**config.mk**
```make
export PLATFORM = sky130hd
export DESIGN_NAME = blps_top
export DESIGN_NICKNAME = d
export VERILOG_FILES = /design/src/blps_pkg.sv /design/src/blps_pwm.sv /design/src/blps_top.sv
export SDC_FILE = /design/constraint.sdc
export NUM_CORES = 1
export LEC_CHECK = 0
export ABC_AREA = 1
export BUFFER_PORTS_ARGS = -buffer_cell sky130_fd_sc_hd__buf_2
export CAP_MARGIN = 20
export CELL_PAD_IN_SITES_DETAIL_PLACEMENT = 0
export CELL_PAD_IN_SITES_GLOBAL_PLACEMENT = 2
export CORE_ASPECT_RATIO = 1.25
export CORE_MARGIN = 1.5
export CORE_UTILIZATION = 37
export DETAILED_ROUTE_END_ITERATION = 8
export PLACE_DENSITY = 0.84
export SYNTH_ARGS = -nofsm -noshare
export SYNTH_HDL_FRONTEND = slang
export SYNTH_SLANG_ARGS = --single-unit
```
**constraint.sdc**
```tcl
create_clock -name pclk -period 8.05 [get_ports pclk]
set_input_delay 0.4025 -clock pclk [delete_from_list [all_inputs] [get_ports pclk]]
set_output_delay 0.4025 -clock pclk [all_outputs]
set_load 0.01 [all_outputs]
```
**src/blps_pkg.sv**
```systemverilog
// Constants, register map and state encoding of the burner, limit and pump sequencer.
// Assumes a single 125 MHz pclk and a 32-bit APB register bus.
package blps_pkg;

    // Clock rate and the time units built on it.
    localparam int CLK_PERIOD_NS = 8;
    localparam int SEC_NS = 1_000_000_000;
    localparam int TICKS_PER_SEC = SEC_NS / CLK_PERIOD_NS;
    localparam int SEC_PER_MIN = 60;
    localparam int TICK_W = 27;

    // Fixed sequence times in seconds.
    localparam logic [15:0] PURGE_TIME_S = 16'h000a;
    localparam logic [15:0] IGN_TIME_S = 16'h0004;

    // Register byte offsets.
    localparam int ADDR_W = 12;
    localparam logic [11:0] OFS_CTRL = 12'h000;
    localparam logic [11:0] OFS_LIGHTOFF = 12'h004;
    localparam logic [11:0] OFS_STAB = 12'h008;
    localparam logic [11:0] OFS_RAMP = 12'h00c;
    localparam logic [11:0] OFS_SLOW_SP = 12'h010;
    localparam logic [11:0] OFS_STACK_SP = 12'h014;
    localparam logic [11:0] OFS_STACK_DLY = 12'h018;
    localparam logic [11:0] OFS_STACK_BAND = 12'h01c;
    localparam logic [11:0] OFS_OVERRUN = 12'h020;
    localparam logic [11:0] OFS_PWM_DIV = 12'h024;
    localparam logic [11:0] OFS_CYCLES = 12'h028;
    localparam logic [11:0] OFS_STATUS = 12'h02c;
    localparam logic [11:0] OFS_IRQ_STS = 12'h030;
    localparam logic [11:0] OFS_IRQ_MASK = 12'h034;
    localparam logic [11:0] OFS_TEMP_DISP = 12'h038;

    // Control register fields.
    localparam int CB_RUN_RECYCLE = 0;
    localparam int CB_SLOW_EN = 1;
    localparam int CB_STACK_EN = 2;
    localparam int CB_STACK_RECYCLE = 3;
    localparam int CB_PUMP_MANUAL = 4;
    localparam int CB_CELSIUS = 5;
    localparam int CB_PUMP_SEL_LO = 8;
    localparam int CB_PUMP_SEL_HI = 9;
    localparam int CTRL_W = 10;

    // Interrupt status bits.
    localparam int IB_FLAME = 0;
    localparam int IB_STACK = 1;
    localparam int IB_LOCK = 2;
    localparam int IB_PUMP = 3;
    localparam int IRQ_W = 4;

    // Reset values and rate figures in percent.
    localparam logic [CTRL_W-1:0] CTRL_RST = 10'h101;
    localparam logic [7:0] LIGHTOFF_RST = 8'h19;
    localparam logic [7:0] PREPURGE_RATE = 8'h64;
    localparam logic [7:0] RATE_MAX = 8'h64;
    localparam logic [7:0] STEP_CAP1 = 8'h4b;
    localparam logic [7:0] STEP_CAP2 = 8'h32;
    localparam logic [7:0] STEP_CAP3 = 8'h19;
    localparam logic [15:0] PWM_DIV_RST = 16'h0032;

    // Fahrenheit to Celsius: subtract 32, scale by 5/9 as 2276/4096.
    localparam logic [15:0] F_OFFSET = 16'h0020;
    localparam logic [11:0] C_SCALE = 12'h8e4;
    localparam int C_SHIFT = 12;

    // Burner states, Gray coded along idle, purge, ignite, stabilise, run.
    typedef enum logic [2:0] {
        ST_IDLE = 3'b000,
        ST_PURGE = 3'b001,
        ST_IGNITE = 3'b011,
        ST_STAB = 3'b010,
        ST_RUN = 3'b110,
        ST_HOLD = 3'b111,
        ST_LOCK = 3'b101
    } blps_state_t;

endpackage

```
**src/blps_pwm.sv**
```systemverilog
// Fan drive pulse-width modulator with a programmable step length.
// Assumes duty in percent and a step divider from the register file.
module blps_pwm
    import blps_pkg::*;
(
    // Clock and reset.
    input wire logic pclk,
    input wire logic presetn,
    // Settings.
    input wire logic [15:0] div,
    input wire logic [7:0] duty,
    // Drive output.
    output logic pwm_out
);

    logic [15:0] pre_q;
    logic [7:0] step_q;
    logic pwm_q;
    wire step_end = (pre_q >= div - 16'h0001) || (div == 16'h0000);
    wire [7:0] step_nx = (step_q >= RATE_MAX - 8'h01) ? 8'h00 : step_q + 8'h01;

    // One period is a hundred steps of div clocks each.
    always_ff @(posedge pclk or negedge presetn) begin
        if (!presetn) begin
            pre_q <= 16'h0000;
            step_q <= 8'h00;
            pwm_q <= 1'b0;
        end else begin
            pre_q <= step_end ? 16'h0000 : pre_q + 16'h0001;
            if (step_end) begin
                step_q <= step_nx;
            end
            pwm_q <= step_q < duty;
        end
    end

    assign pwm_out = pwm_q;

endmodule

```
**src/blps_top.sv**
```systemverilog
// Burner recycle, run stabilisation, slow start, stack limit and system pump sequencer.
// Assumes sensor temperatures arrive from logic on pclk, flame and demand from pins.
module blps_top
    import blps_pkg::*;
#(
    parameter int TICKS_PER_SEC_P = TICKS_PER_SEC,
    parameter int PUMP_OUTS = 3
) (
    // Clock and reset.
    input wire logic pclk,
    input wire logic presetn,
    // APB slave.
    input wire logic psel,
    input wire logic penable,
    input wire logic pwrite,
    input wire logic [ADDR_W-1:0] paddr,
    input wire logic [31:0] pwdata,
    output logic [31:0] prdata,
    output logic pready,
    output logic pslverr,
    // Pins and sensor values.
    input wire logic flame_in,
    input wire logic demand_in,
    input wire logic [15:0] outlet_temp,
    input wire logic [15:0] stack_temp,
    input wire logic [7:0] rate_req,
    // Burner drive.
    output logic fan_on,
    output logic fan_pwm,
    output logic igniter_on,
    output logic valve_on,
    output logic lockout,
    output logic [7:0] mod_rate,
    // Pumps, units and interrupt.
    output logic [PUMP_OUTS-1:0] pump_out,
    output logic units_celsius,
    output logic irq
);

    // Pin synchronisers.
    logic flame_m_q, flame_s_q, dem_m_q, dem_s_q;
    // Register file.
    logic [CTRL_W-1:0] ctrl_q;
    logic [7:0] lightoff_q, ramp_q;
    logic [15:0] stab_q, slow_sp_q, stack_sp_q, stack_dly_q, band_q, overrun_q, pwm_div_q;
    logic [31:0] cycles_q, prdata_q;
    logic [IRQ_W-1:0] irq_sts_q, irq_mask_q, irq_ev;
    // Sequencer and timers.
    blps_state_t state_q, state_d;
    logic [TICK_W-1:0] tick_q;
    logic [5:0] min_q;
    logic [15:0] seq_sec_q, ovr_sec_q;
    logic ovr_run_q, pump_q, routed_prev_q;
    logic [7:0] rate_q, rate_d, ceil_q;
    logic ign_q, valve_q, fan_q, lock_q;
    logic ev_flame, ev_stack, ev_lock;

    // Two flip-flops on each pin before any logic reads it.
    always_ff @(posedge pclk or negedge presetn) begin
        if (!presetn) begin
            flame_m_q <= 1'b0;
            flame_s_q <= 1'b0;
            dem_m_q <= 1'b0;
            dem_s_q <= 1'b0;
        end else begin
            flame_m_q <= flame_in;
            flame_s_q <= flame_m_q;
            dem_m_q <= demand_in;
            dem_s_q <= dem_m_q;
        end
    end

    // Control fields.
    wire run_recycle = ctrl_q[CB_RUN_RECYCLE];
    wire slow_en = ctrl_q[CB_SLOW_EN];
    wire stack_en = ctrl_q[CB_STACK_EN];
    wire stack_recycle = ctrl_q[CB_STACK_RECYCLE];
    wire pump_manual = ctrl_q[CB_PUMP_MANUAL];
    wire celsius = ctrl_q[CB_CELSIUS];
    wire [1:0] pump_sel = ctrl_q[CB_PUMP_SEL_HI:CB_PUMP_SEL_LO];

    // Second and minute ticks.
    wire sec_tick = tick_q == TICK_W'(TICKS_PER_SEC_P - 1);
    wire min_tick = sec_tick && (min_q == 6'(SEC_PER_MIN - 1));
    always_ff @(posedge pclk or negedge presetn) begin
        if (!presetn) begin
            tick_q <= '0;
            min_q <= 6'h00;
        end else begin
            tick_q <= sec_tick ? '0 : tick_q + TICK_W'(1);
            if (sec_tick) begin
                min_q <= min_tick ? 6'h00 : min_q + 6'h01;
            end
        end
    end

    // Elapsed whole seconds in the current state reach a set time.
    wire [15:0] seq_nx = seq_sec_q + 16'h0001;
    wire purge_done = sec_tick && (seq_nx >= PURGE_TIME_S);
    wire ign_done = sec_tick && (seq_nx >= IGN_TIME_S);
    wire stab_done = sec_tick && (seq_nx >= stab_q);
    wire dly_done = sec_tick && (seq_nx >= stack_dly_q);
    wire stab_zero = stab_q == 16'h0000;
    wire stack_trip = stack_en && (stack_temp > stack_sp_q);

    // Burner sequence.
    always_comb begin
        state_d = state_q;
        ev_flame = 1'b0;
        ev_stack = 1'b0;
        ev_lock = 1'b0;
        case (state_q)
            ST_IDLE: begin
                if (dem_s_q) begin
                    state_d = ST_PURGE;
                end
            end
            ST_PURGE: begin
                if (!dem_s_q) begin
                    state_d = ST_IDLE;
                end else if (purge_done) begin
                    state_d = ST_IGNITE;
                end
            end
            ST_IGNITE: begin
                if (ign_done && !flame_s_q) begin
                    state_d = ST_LOCK;
                    ev_lock = 1'b1;
                end else if (ign_done) begin
                    state_d = stab_zero ? ST_RUN : ST_STAB;
                end
            end
            ST_STAB, ST_RUN: begin
                if (!flame_s_q) begin
                    ev_flame = 1'b1;
                    ev_lock = !run_recycle;
                    state_d = run_recycle ? ST_PURGE : ST_LOCK;
                end else if (stack_trip) begin
                    ev_stack = 1'b1;
                    ev_lock = !stack_recycle;
                    state_d = stack_recycle ? ST_HOLD : ST_LOCK;
                end else if (!dem_s_q) begin
                    state_d = ST_IDLE;
                end else if (state_q == ST_STAB && (stab_done || stab_zero)) begin
                    state_d = ST_RUN;
                end
            end
            ST_HOLD: begin
                if (dly_done || stack_dly_q == 16'h0000) begin
                    state_d = dem_s_q ? ST_PURGE : ST_IDLE;
                end
            end
            ST_LOCK: begin
                if (!dem_s_q) begin
                    state_d = ST_IDLE;
                end
            end
            default: state_d = ST_IDLE;
        endcase
    end

    // State, its second timer and the registered drive outputs.
    always_ff @(posedge pclk or negedge presetn) begin
        if (!presetn) begin
            state_q <= ST_IDLE;
            seq_sec_q <= 16'h0000;
            ign_q <= 1'b0;
            valve_q <= 1'b0;
            fan_q <= 1'b0;
            lock_q <= 1'b0;
        end else begin
            state_q <= state_d;
            if (state_d != state_q) begin
                seq_sec_q <= 16'h0000;
            end else if (sec_tick) begin
                seq_sec_q <= seq_nx;
            end
            ign_q <= state_d == ST_IGNITE;
            valve_q <= state_d == ST_IGNITE || state_d == ST_STAB || state_d == ST_RUN;
            fan_q <= state_d != ST_IDLE && state_d != ST_LOCK && state_d != ST_HOLD;
            lock_q <= state_d == ST_LOCK;
        end
    end

    // Slow start is active only below its setpoint.
    wire slow_active = slow_en && (outlet_temp < slow_sp_q);
    wire [8:0] ceil_sum = {1'b0, ceil_q} + {1'b0, ramp_q};
    wire [7:0] ceil_nx = (ceil_sum > {1'b0, RATE_MAX}) ? RATE_MAX : ceil_sum[7:0];

    // Stepped limiting in bands below the stack setpoint.
    wire [17:0] st_1 = {2'b00, stack_temp} + {2'b00, band_q};
    wire [17:0] st_2 = st_1 + {2'b00, band_q};
    wire [17:0] st_3 = st_2 + {2'b00, band_q};
    wire [17:0] sp_w = {2'b00, stack_sp_q};
    wire [7:0] stack_cap = !stack_en ? RATE_MAX : (st_1 >= sp_w) ? STEP_CAP3 :
        (st_2 >= sp_w) ? STEP_CAP2 : (st_3 >= sp_w) ? STEP_CAP1 : RATE_MAX;

    // Run rate: request clamped, then slow start and stack caps.
    wire [7:0] req_c = (rate_req > RATE_MAX) ? RATE_MAX : rate_req;
    wire [7:0] req_s = (slow_active && req_c > ceil_q) ? ceil_q : req_c;
    wire [7:0] req_l = (req_s > stack_cap) ? stack_cap : req_s;
    // The rate follows the next state, so it changes on the same edge as the drive outputs.
    always_comb begin
        case (state_d)
            ST_PURGE: rate_d = PREPURGE_RATE;
            ST_IGNITE: rate_d = lightoff_q;
            ST_STAB: rate_d = lightoff_q;
            ST_RUN: rate_d = req_l;
            default: rate_d = 8'h00;
        endcase
    end

    // Rate and the slow start ceiling, which grows by the ramp each minute.
    always_ff @(posedge pclk or negedge presetn) begin
        if (!presetn) begin
            rate_q <= 8'h00;
            ceil_q <= 8'h00;
        end else begin
            rate_q <= rate_d;
            if (!slow_active) begin
                ceil_q <= rate_q;
            end else if (min_tick) begin
                ceil_q <= ceil_nx;
            end
        end
    end

    // System pump: manual on, or demand with overrun in auto.
    wire ovr_end = sec_tick && (ovr_sec_q + 16'h0001 >= overrun_q);
    wire pump_auto = dem_s_q || (ovr_run_q && overrun_q != 16'h0000);
    wire pump_d = pump_manual || pump_auto;
    wire routed = pump_q && (pump_sel != 2'b00);
    always_ff @(posedge pclk or negedge presetn) begin
        if (!presetn) begin
            ovr_run_q <= 1'b0;
            ovr_sec_q <= 16'h0000;
            pump_q <= 1'b0;
            routed_prev_q <= 1'b0;
        end else begin
            if (dem_s_q) begin
                ovr_run_q <= 1'b1;
                ovr_sec_q <= 16'h0000;
            end else if (ovr_run_q && ovr_end) begin
                ovr_run_q <= 1'b0;
            end else if (ovr_run_q && sec_tick) begin
                ovr_sec_q <= ovr_sec_q + 16'h0001;
            end
            pump_q <= pump_d;
            routed_prev_q <= routed;
        end
    end

    // Route the pump function to one output or to none.
    genvar gi;
    generate
        for (gi = 0; gi < PUMP_OUTS; gi++) begin : g_pump
            assign pump_out[gi] = pump_q && (pump_sel == 2'(gi + 1));
        end
    endgenerate
    wire pump_rise = routed && !routed_prev_q;

    // Outlet temperature shown in the selected units.
    wire [15:0] f_off = (outlet_temp > F_OFFSET) ? outlet_temp - F_OFFSET : 16'h0000;
    wire [27:0] c_prod = f_off * C_SCALE;
    wire [15:0] temp_disp = celsius ? c_prod[C_SHIFT+15:C_SHIFT] : outlet_temp;

    // APB decode; registers answer at the access cycle without wait states.
    wire setup = psel && !penable;
    wire wr = psel && penable && pwrite && !pslverr;
    wire h_ctrl = paddr == OFS_CTRL;
    wire h_lo = paddr == OFS_LIGHTOFF;
    wire h_stab = paddr == OFS_STAB;
    wire h_ramp = paddr == OFS_RAMP;
    wire h_ssp = paddr == OFS_SLOW_SP;
    wire h_ksp = paddr == OFS_STACK_SP;
    wire h_kdl = paddr == OFS_STACK_DLY;
    wire h_band = paddr == OFS_STACK_BAND;
    wire h_ovr = paddr == OFS_OVERRUN;
    wire h_pwm = paddr == OFS_PWM_DIV;
    wire h_cyc = paddr == OFS_CYCLES;
    wire h_sts = paddr == OFS_STATUS;
    wire h_ists = paddr == OFS_IRQ_STS;
    wire h_imsk = paddr == OFS_IRQ_MASK;
    wire h_tmp = paddr == OFS_TEMP_DISP;
    wire hit = h_ctrl | h_lo | h_stab | h_ramp | h_ssp | h_ksp | h_kdl | h_band | h_ovr
        | h_pwm | h_cyc | h_sts | h_ists | h_imsk | h_tmp;
    wire [31:0] status_w = {16'h0000, rate_q, 1'b0, state_q, pump_q, lock_q, flame_s_q, dem_s_q};
    wire [31:0] rd_mux = h_ctrl ? {22'h0, ctrl_q} : h_lo ? {24'h0, lightoff_q} :
        h_stab ? {16'h0, stab_q} : h_ramp ? {24'h0, ramp_q} : h_ssp ? {16'h0, slow_sp_q} :
        h_ksp ? {16'h0, stack_sp_q} : h_kdl ? {16'h0, stack_dly_q} :
        h_band ? {16'h0, band_q} : h_ovr ? {16'h0, overrun_q} :
        h_pwm ? {16'h0, pwm_div_q} : h_cyc ? cycles_q : h_sts ? status_w :
        h_ists ? {28'h0, irq_sts_q} : h_imsk ? {28'h0, irq_mask_q} :
        h_tmp ? {16'h0, temp_disp} : 32'h0000_0000;

    // Configuration registers written in the access cycle.
    always_ff @(posedge pclk or negedge presetn) begin
        if (!presetn) begin
            ctrl_q <= CTRL_RST;
            lightoff_q <= LIGHTOFF_RST;
            stab_q <= 16'h0000;
            ramp_q <= 8'h00;
            slow_sp_q <= 16'h0000;
            stack_sp_q <= 16'hffff;
            stack_dly_q <= 16'h0000;
            band_q <= 16'h0000;
            overrun_q <= 16'h0000;
            pwm_div_q <= PWM_DIV_RST;
            irq_mask_q <= '0;
            prdata_q <= 32'h0000_0000;
        end else begin
            if (wr && h_ctrl) ctrl_q <= pwdata[CTRL_W-1:0];
            if (wr && h_lo) lightoff_q <= pwdata[7:0];
            if (wr && h_stab) stab_q <= pwdata[15:0];
            if (wr && h_ramp) ramp_q <= pwdata[7:0];
            if (wr && h_ssp) slow_sp_q <= pwdata[15:0];
            if (wr && h_ksp) stack_sp_q <= pwdata[15:0];
            if (wr && h_kdl) stack_dly_q <= pwdata[15:0];
            if (wr && h_band) band_q <= pwdata[15:0];
            if (wr && h_ovr) overrun_q <= pwdata[15:0];
            if (wr && h_pwm) pwm_div_q <= pwdata[15:0];
            if (wr && h_imsk) irq_mask_q <= pwdata[IRQ_W-1:0];
            if (setup) prdata_q <= rd_mux;
        end
    end

    // Cycle counter and sticky interrupt bits; a new event beats a clear.
    assign irq_ev = {pump_rise, ev_lock, ev_stack, ev_flame};
    always_ff @(posedge pclk or negedge presetn) begin
        if (!presetn) begin
            cycles_q <= 32'h0000_0000;
            irq_sts_q <= '0;
        end else begin
            if (wr && h_cyc) begin
                cycles_q <= pwdata;
            end else if (pump_rise) begin
                cycles_q <= cycles_q + 32'h0000_0001;
            end
            irq_sts_q <= (irq_sts_q & ~((wr && h_ists) ? pwdata[IRQ_W-1:0] : '0)) | irq_ev;
        end
    end

    // Fan drive modulator.
    blps_pwm u_pwm (
        .pclk(pclk),
        .presetn(presetn),
        .div(pwm_div_q),
        .duty(rate_q),
        .pwm_out(fan_pwm)
    );

    // Output assignments.
    assign prdata = prdata_q;
    assign pready = 1'b1;
    assign pslverr = psel && penable && !hit;
    assign fan_on = fan_q;
    assign igniter_on = ign_q;
    assign valve_on = valve_q;
    assign lockout = lock_q;
    assign mod_rate = rate_q;
    assign units_celsius = celsius;
    assign irq = |(irq_sts_q & irq_mask_q);

endmodule

```
==> run_results.csv <==
group,metric,value,unit
outcome,run_status,"completed",
placement,routabilityCongestion,0.9800,
grt,grt_overflow,0,
route,ant_nets,0,
power,p_seq_share,34.1,%
route,detail_route.iter0.violations,1619,
placement,dp_cells,4693,
route,post-route-drc-count,0,
timing,post-route-period-util,93.43,%
power,clockPowerShare,38.4,%
timing,timing.fmax,133.0,MHz
layout,drive_gt1_share,10.45,%
route,wl_per_cell,19.40,µm
hold_path,worstHoldPathCells,3,
timing,worst_pin_slew,1.036,ns
logic_synthesis,synth_cell_types,67,
logic_synthesis,synth_warnings,0,
logic_synthesis,ys_seq_area_share,30.85,%
power,p_comb_share,27.4,%
grt,grt_use_met2,43.37,%
floorplanning,fp.coreArea,71980,µm²
grt,grt_busiest_layer,"met2",
grt,grt_pass1_wl,143000,µm
timing,whs,0.03674,ns
grt,grtUsageMet3,3.166,%
timing,fin_skew,0.02256,ns
logic_synthesis,synth_area_per_cell,7.376,µm²
logic_synthesis,async_reset_ff_share,100.0,%
layout,final_core_util,42.26,%
critical_path,start_kind,"register",
grt,grt_pass1_vias,24030,
critical_path,cp-end-kind,"register",
clocking,clockRootBuffer,"clkbuf_16",
grt,grtUsageMet1,32.24,%
power,irDropWorstVdd,0.0001350,V
flow_run,drv_cap,0,
clocking,cts_buffers,41,
power,p_int,3.274,mW
layout,layout_commonest_cell,"nand2_1",
power,cellLeakagePower,15.01,nW
power,switching_share,34.68,%
critical_path,crit_top_cell,"nand2_1",
power,switchingPower,1.739,mW
layout,areaGrowthSynthToFinish,13.22,%
hold_path,hold_path_class,"in -> reg",
floorplanning,die_area,74260,µm²
floorplanning,pin_count,143,
floorplanning,start_util,37.33,%
layout,layoutNonFillerInstCount,4782,
clocking,cts_max_path_buffers,3,
clocking,cts.sinks,330,
critical_path,path_max_fanout,6,
critical_path,cp.required,8.52,ns
power,p_total,5.013,mW
logic_synthesis,synth_seq_cells,330,
logic_synthesis,synth_edf_count,0,
critical_path,cpPeakStageDelay,0.42,ns
critical_path,worstPathArrival,7.99,ns
timing,hold_viol,0,
placement,hpwl,74030,µm
clocking,cts_tree,"yes",
route,via_count,24550,
timing,final_max_slew_viol_count,0,
logic_synthesis,netlist_instances,3643,
critical_path,r2r_cells,51,
layout,nets,4239,
route,totalWireLength,92790,µm
logic_synthesis,syn_area,26870,µm²
critical_path,crit_slowest_cell,"fa_2",
floorplanning,die-height,304.3,µm
grt,grt_max_degree,71,
timing,fin_crit,7.521,ns
placement,port_buffers,141,
timing,slew_headroom,30.64,%
floorplanning,die-width,244.0,µm
logic_synthesis,synth_nets,4087,
clocking,clk_transition_reported_paths,0.06,ns
grt,track_usage,24.97,%
logic_synthesis,synth_flop_cell,"dfrtp_1",
floorplanning,rows,110,
route,drt_first_pass_iters,7,
clocking,cts_htree_levels,2,
power,power_density,164.8,nW/µm²
clocking,clk_latency,0.59,ns
layout,final_cell_mix,"818 x nand2_1, 572 x inv_1, 310 x ha_1, 306 x dfrtp_1, 300 x o21ai_0",
grt,antenna_found_initial,4,
critical_path,critPathKind,"reg -> reg",
timing,setup_viol,0,
route,vias_per_cell,5.133,
## power by group through the flow
| stage | registers, mW | logic, mW | clock network (mW) |
|---|---|---|---|
| 2_1_floorplan | 1.73 | 0.950 | 0 |
| 3_3_place_gp | 1.74 | 1.36 | 0 |
| 3_5_place_dp | 1.74 | 1.37 | 0 |
| 4_1_cts | 1.71 | 1.38 | 1.97 |
| 5_1_grt | 1.71 | 1.60 | 2.03 |
| 6_report | 1.71 | 1.38 | 1.93 |
## critical path, delay by kind of cell (launching register included)
family	cells	cell delay, ns
AO/OA/AOI/OAI	19	2.34
XOR/XNOR	3	0.45
adder cells (fa/ha/maj)	6	1.71
buffers and inverters	6	0.48
flip-flops	1	0.38
AND/OR/NAND/NOR	17	2.07
## routing by layer
layer	up-vias	share of wire, %
li1	12330	-
met1	11530	43
met2	551	49
met3	136	4.8
met4	0	3.3
met5	-	0
## path summary, 6_finish.rpt
| path | startpoint | endpoint | slack (ns) |
|---|---|---|---|
| setup / recovery | band_q[0]$_DFFE_PN0P_ | mod_rate[2]$_DFF_PN0_ | 0.53 |
| hold / removal | pwdata[20] | cycles_q[20]$_DFFE_PN0P_ | 0.04 |
| setup reg to reg | band_q[0]$_DFFE_PN0P_ | mod_rate[2]$_DFF_PN0_ | 0.53 |
| hold reg to reg | dem_m_q$_DFF_PN0_ | dem_s_q$_DFF_PN0_ | 0.35 |
| max in group asynchronous | presetn | band_q[9]$_DFFE_PN0P_ | 6.28 |
| min in group asynchronous | presetn | fan_on$_DFF_PN0_ | 0.37 |
## synthesized netlist by cell type (11+ instances only)
master	instances	area (µm²)
fa_1	38	760.7
a31oi_1	15	93.84
clkbuf_1	75	281.5
dfstp_2	24	630.6
a21oi_1	261	1306
nand3_1	140	700.7
nand4_1	55	344.1
nor4_1	28	175.2
o211ai_1	17	127.6
or2_2	11	68.82
a211oi_1	11	82.58
nand2_1	820	3078
nor2_1	245	919.6
ha_1	315	3941
nor2_2	15	93.84
inv_1	574	2155
nor3_1	71	355.3
o31ai_1	19	142.6
inv_2	14	52.55
o221ai_1	20	175.2
o21ai_0	309	1546
xor2_1	87	762.0
xnor2_1	26	227.7
dfrtp_1	306	7657
o21bai_1	12	90.09
a221oi_1	22	192.7
## flip-flops by register name, summed over array words and instances (netlist names), 4 cells and up
| name | count |
|---|---|
| band_q | 16 |
| u_pwm.step_q | 8 |
| slow_sp_q | 16 |
| u_pwm.pre_q | 16 |
| ovr_sec_q | 16 |
| prdata | 32 |
| ceil_q | 8 |
| overrun_q | 16 |
| ramp_q | 8 |
| irq_sts_q | 4 |
| stack_sp_q | 16 |
| mod_rate | 8 |
| cycles_q | 32 |
| pwm_div_q | 16 |
| irq_mask_q | 4 |
| seq_sec_q | 16 |
| stack_dly_q | 16 |
| lightoff_q | 8 |
| tick_q | 27 |
| min_q | 6 |
| stab_q | 16 |
| ctrl_q | 10 |
## cell families after synthesis
kind of cell / count (synthesis) / share of synthesized area (%)
AO/OA/AOI/OAI: 729 / 15.20
buffers and inverters: 677 / 9.546
multiplexers: 2 / 0.07451
XOR/XNOR: 115 / 3.804
flip-flops: 330 / 30.85
adder cells (fa/ha/maj): 353 / 17.50
other: 2 / 0.02795
AND/OR/NAND/NOR: 1435 / 23.00
## per-stage QoR
stage	area, µm²	worst slack (ns)	TNS [ns]
after floorplan	26870	1.034	0
after global placement	28750	0.05566	0
after detailed placement	28750	-0.09274	-0.1354
after CTS	30150	0.03417	0
after global routing	30420	-0.07169	-0.1312
final	30420	0.5286	0
## timing repair
item                                   CTS  global route
setup buffers                            0             8
setup endpoints to repair                0             7
endpoints found under the hold margin   66             0
hold buffers                             3             0
gates resized for setup                  0            52
## layout make-up
| cell class | count | area, µm² |
|---|---|---|
| multi-input cells | 2636 | 16220 |
| clock inverters | 21 | 225.2 |
| fillers | 7634 | 41560 |
| well taps | 952 | 1191 |
| inverters | 592 | 2225 |
| repair buffers | 194 | 1121 |
| clock buffers | 54 | 1145 |
| diodes | 3 | 7.507 |
| flip-flops and latches | 330 | 8288 |
(Power assumes the default switching activity.)
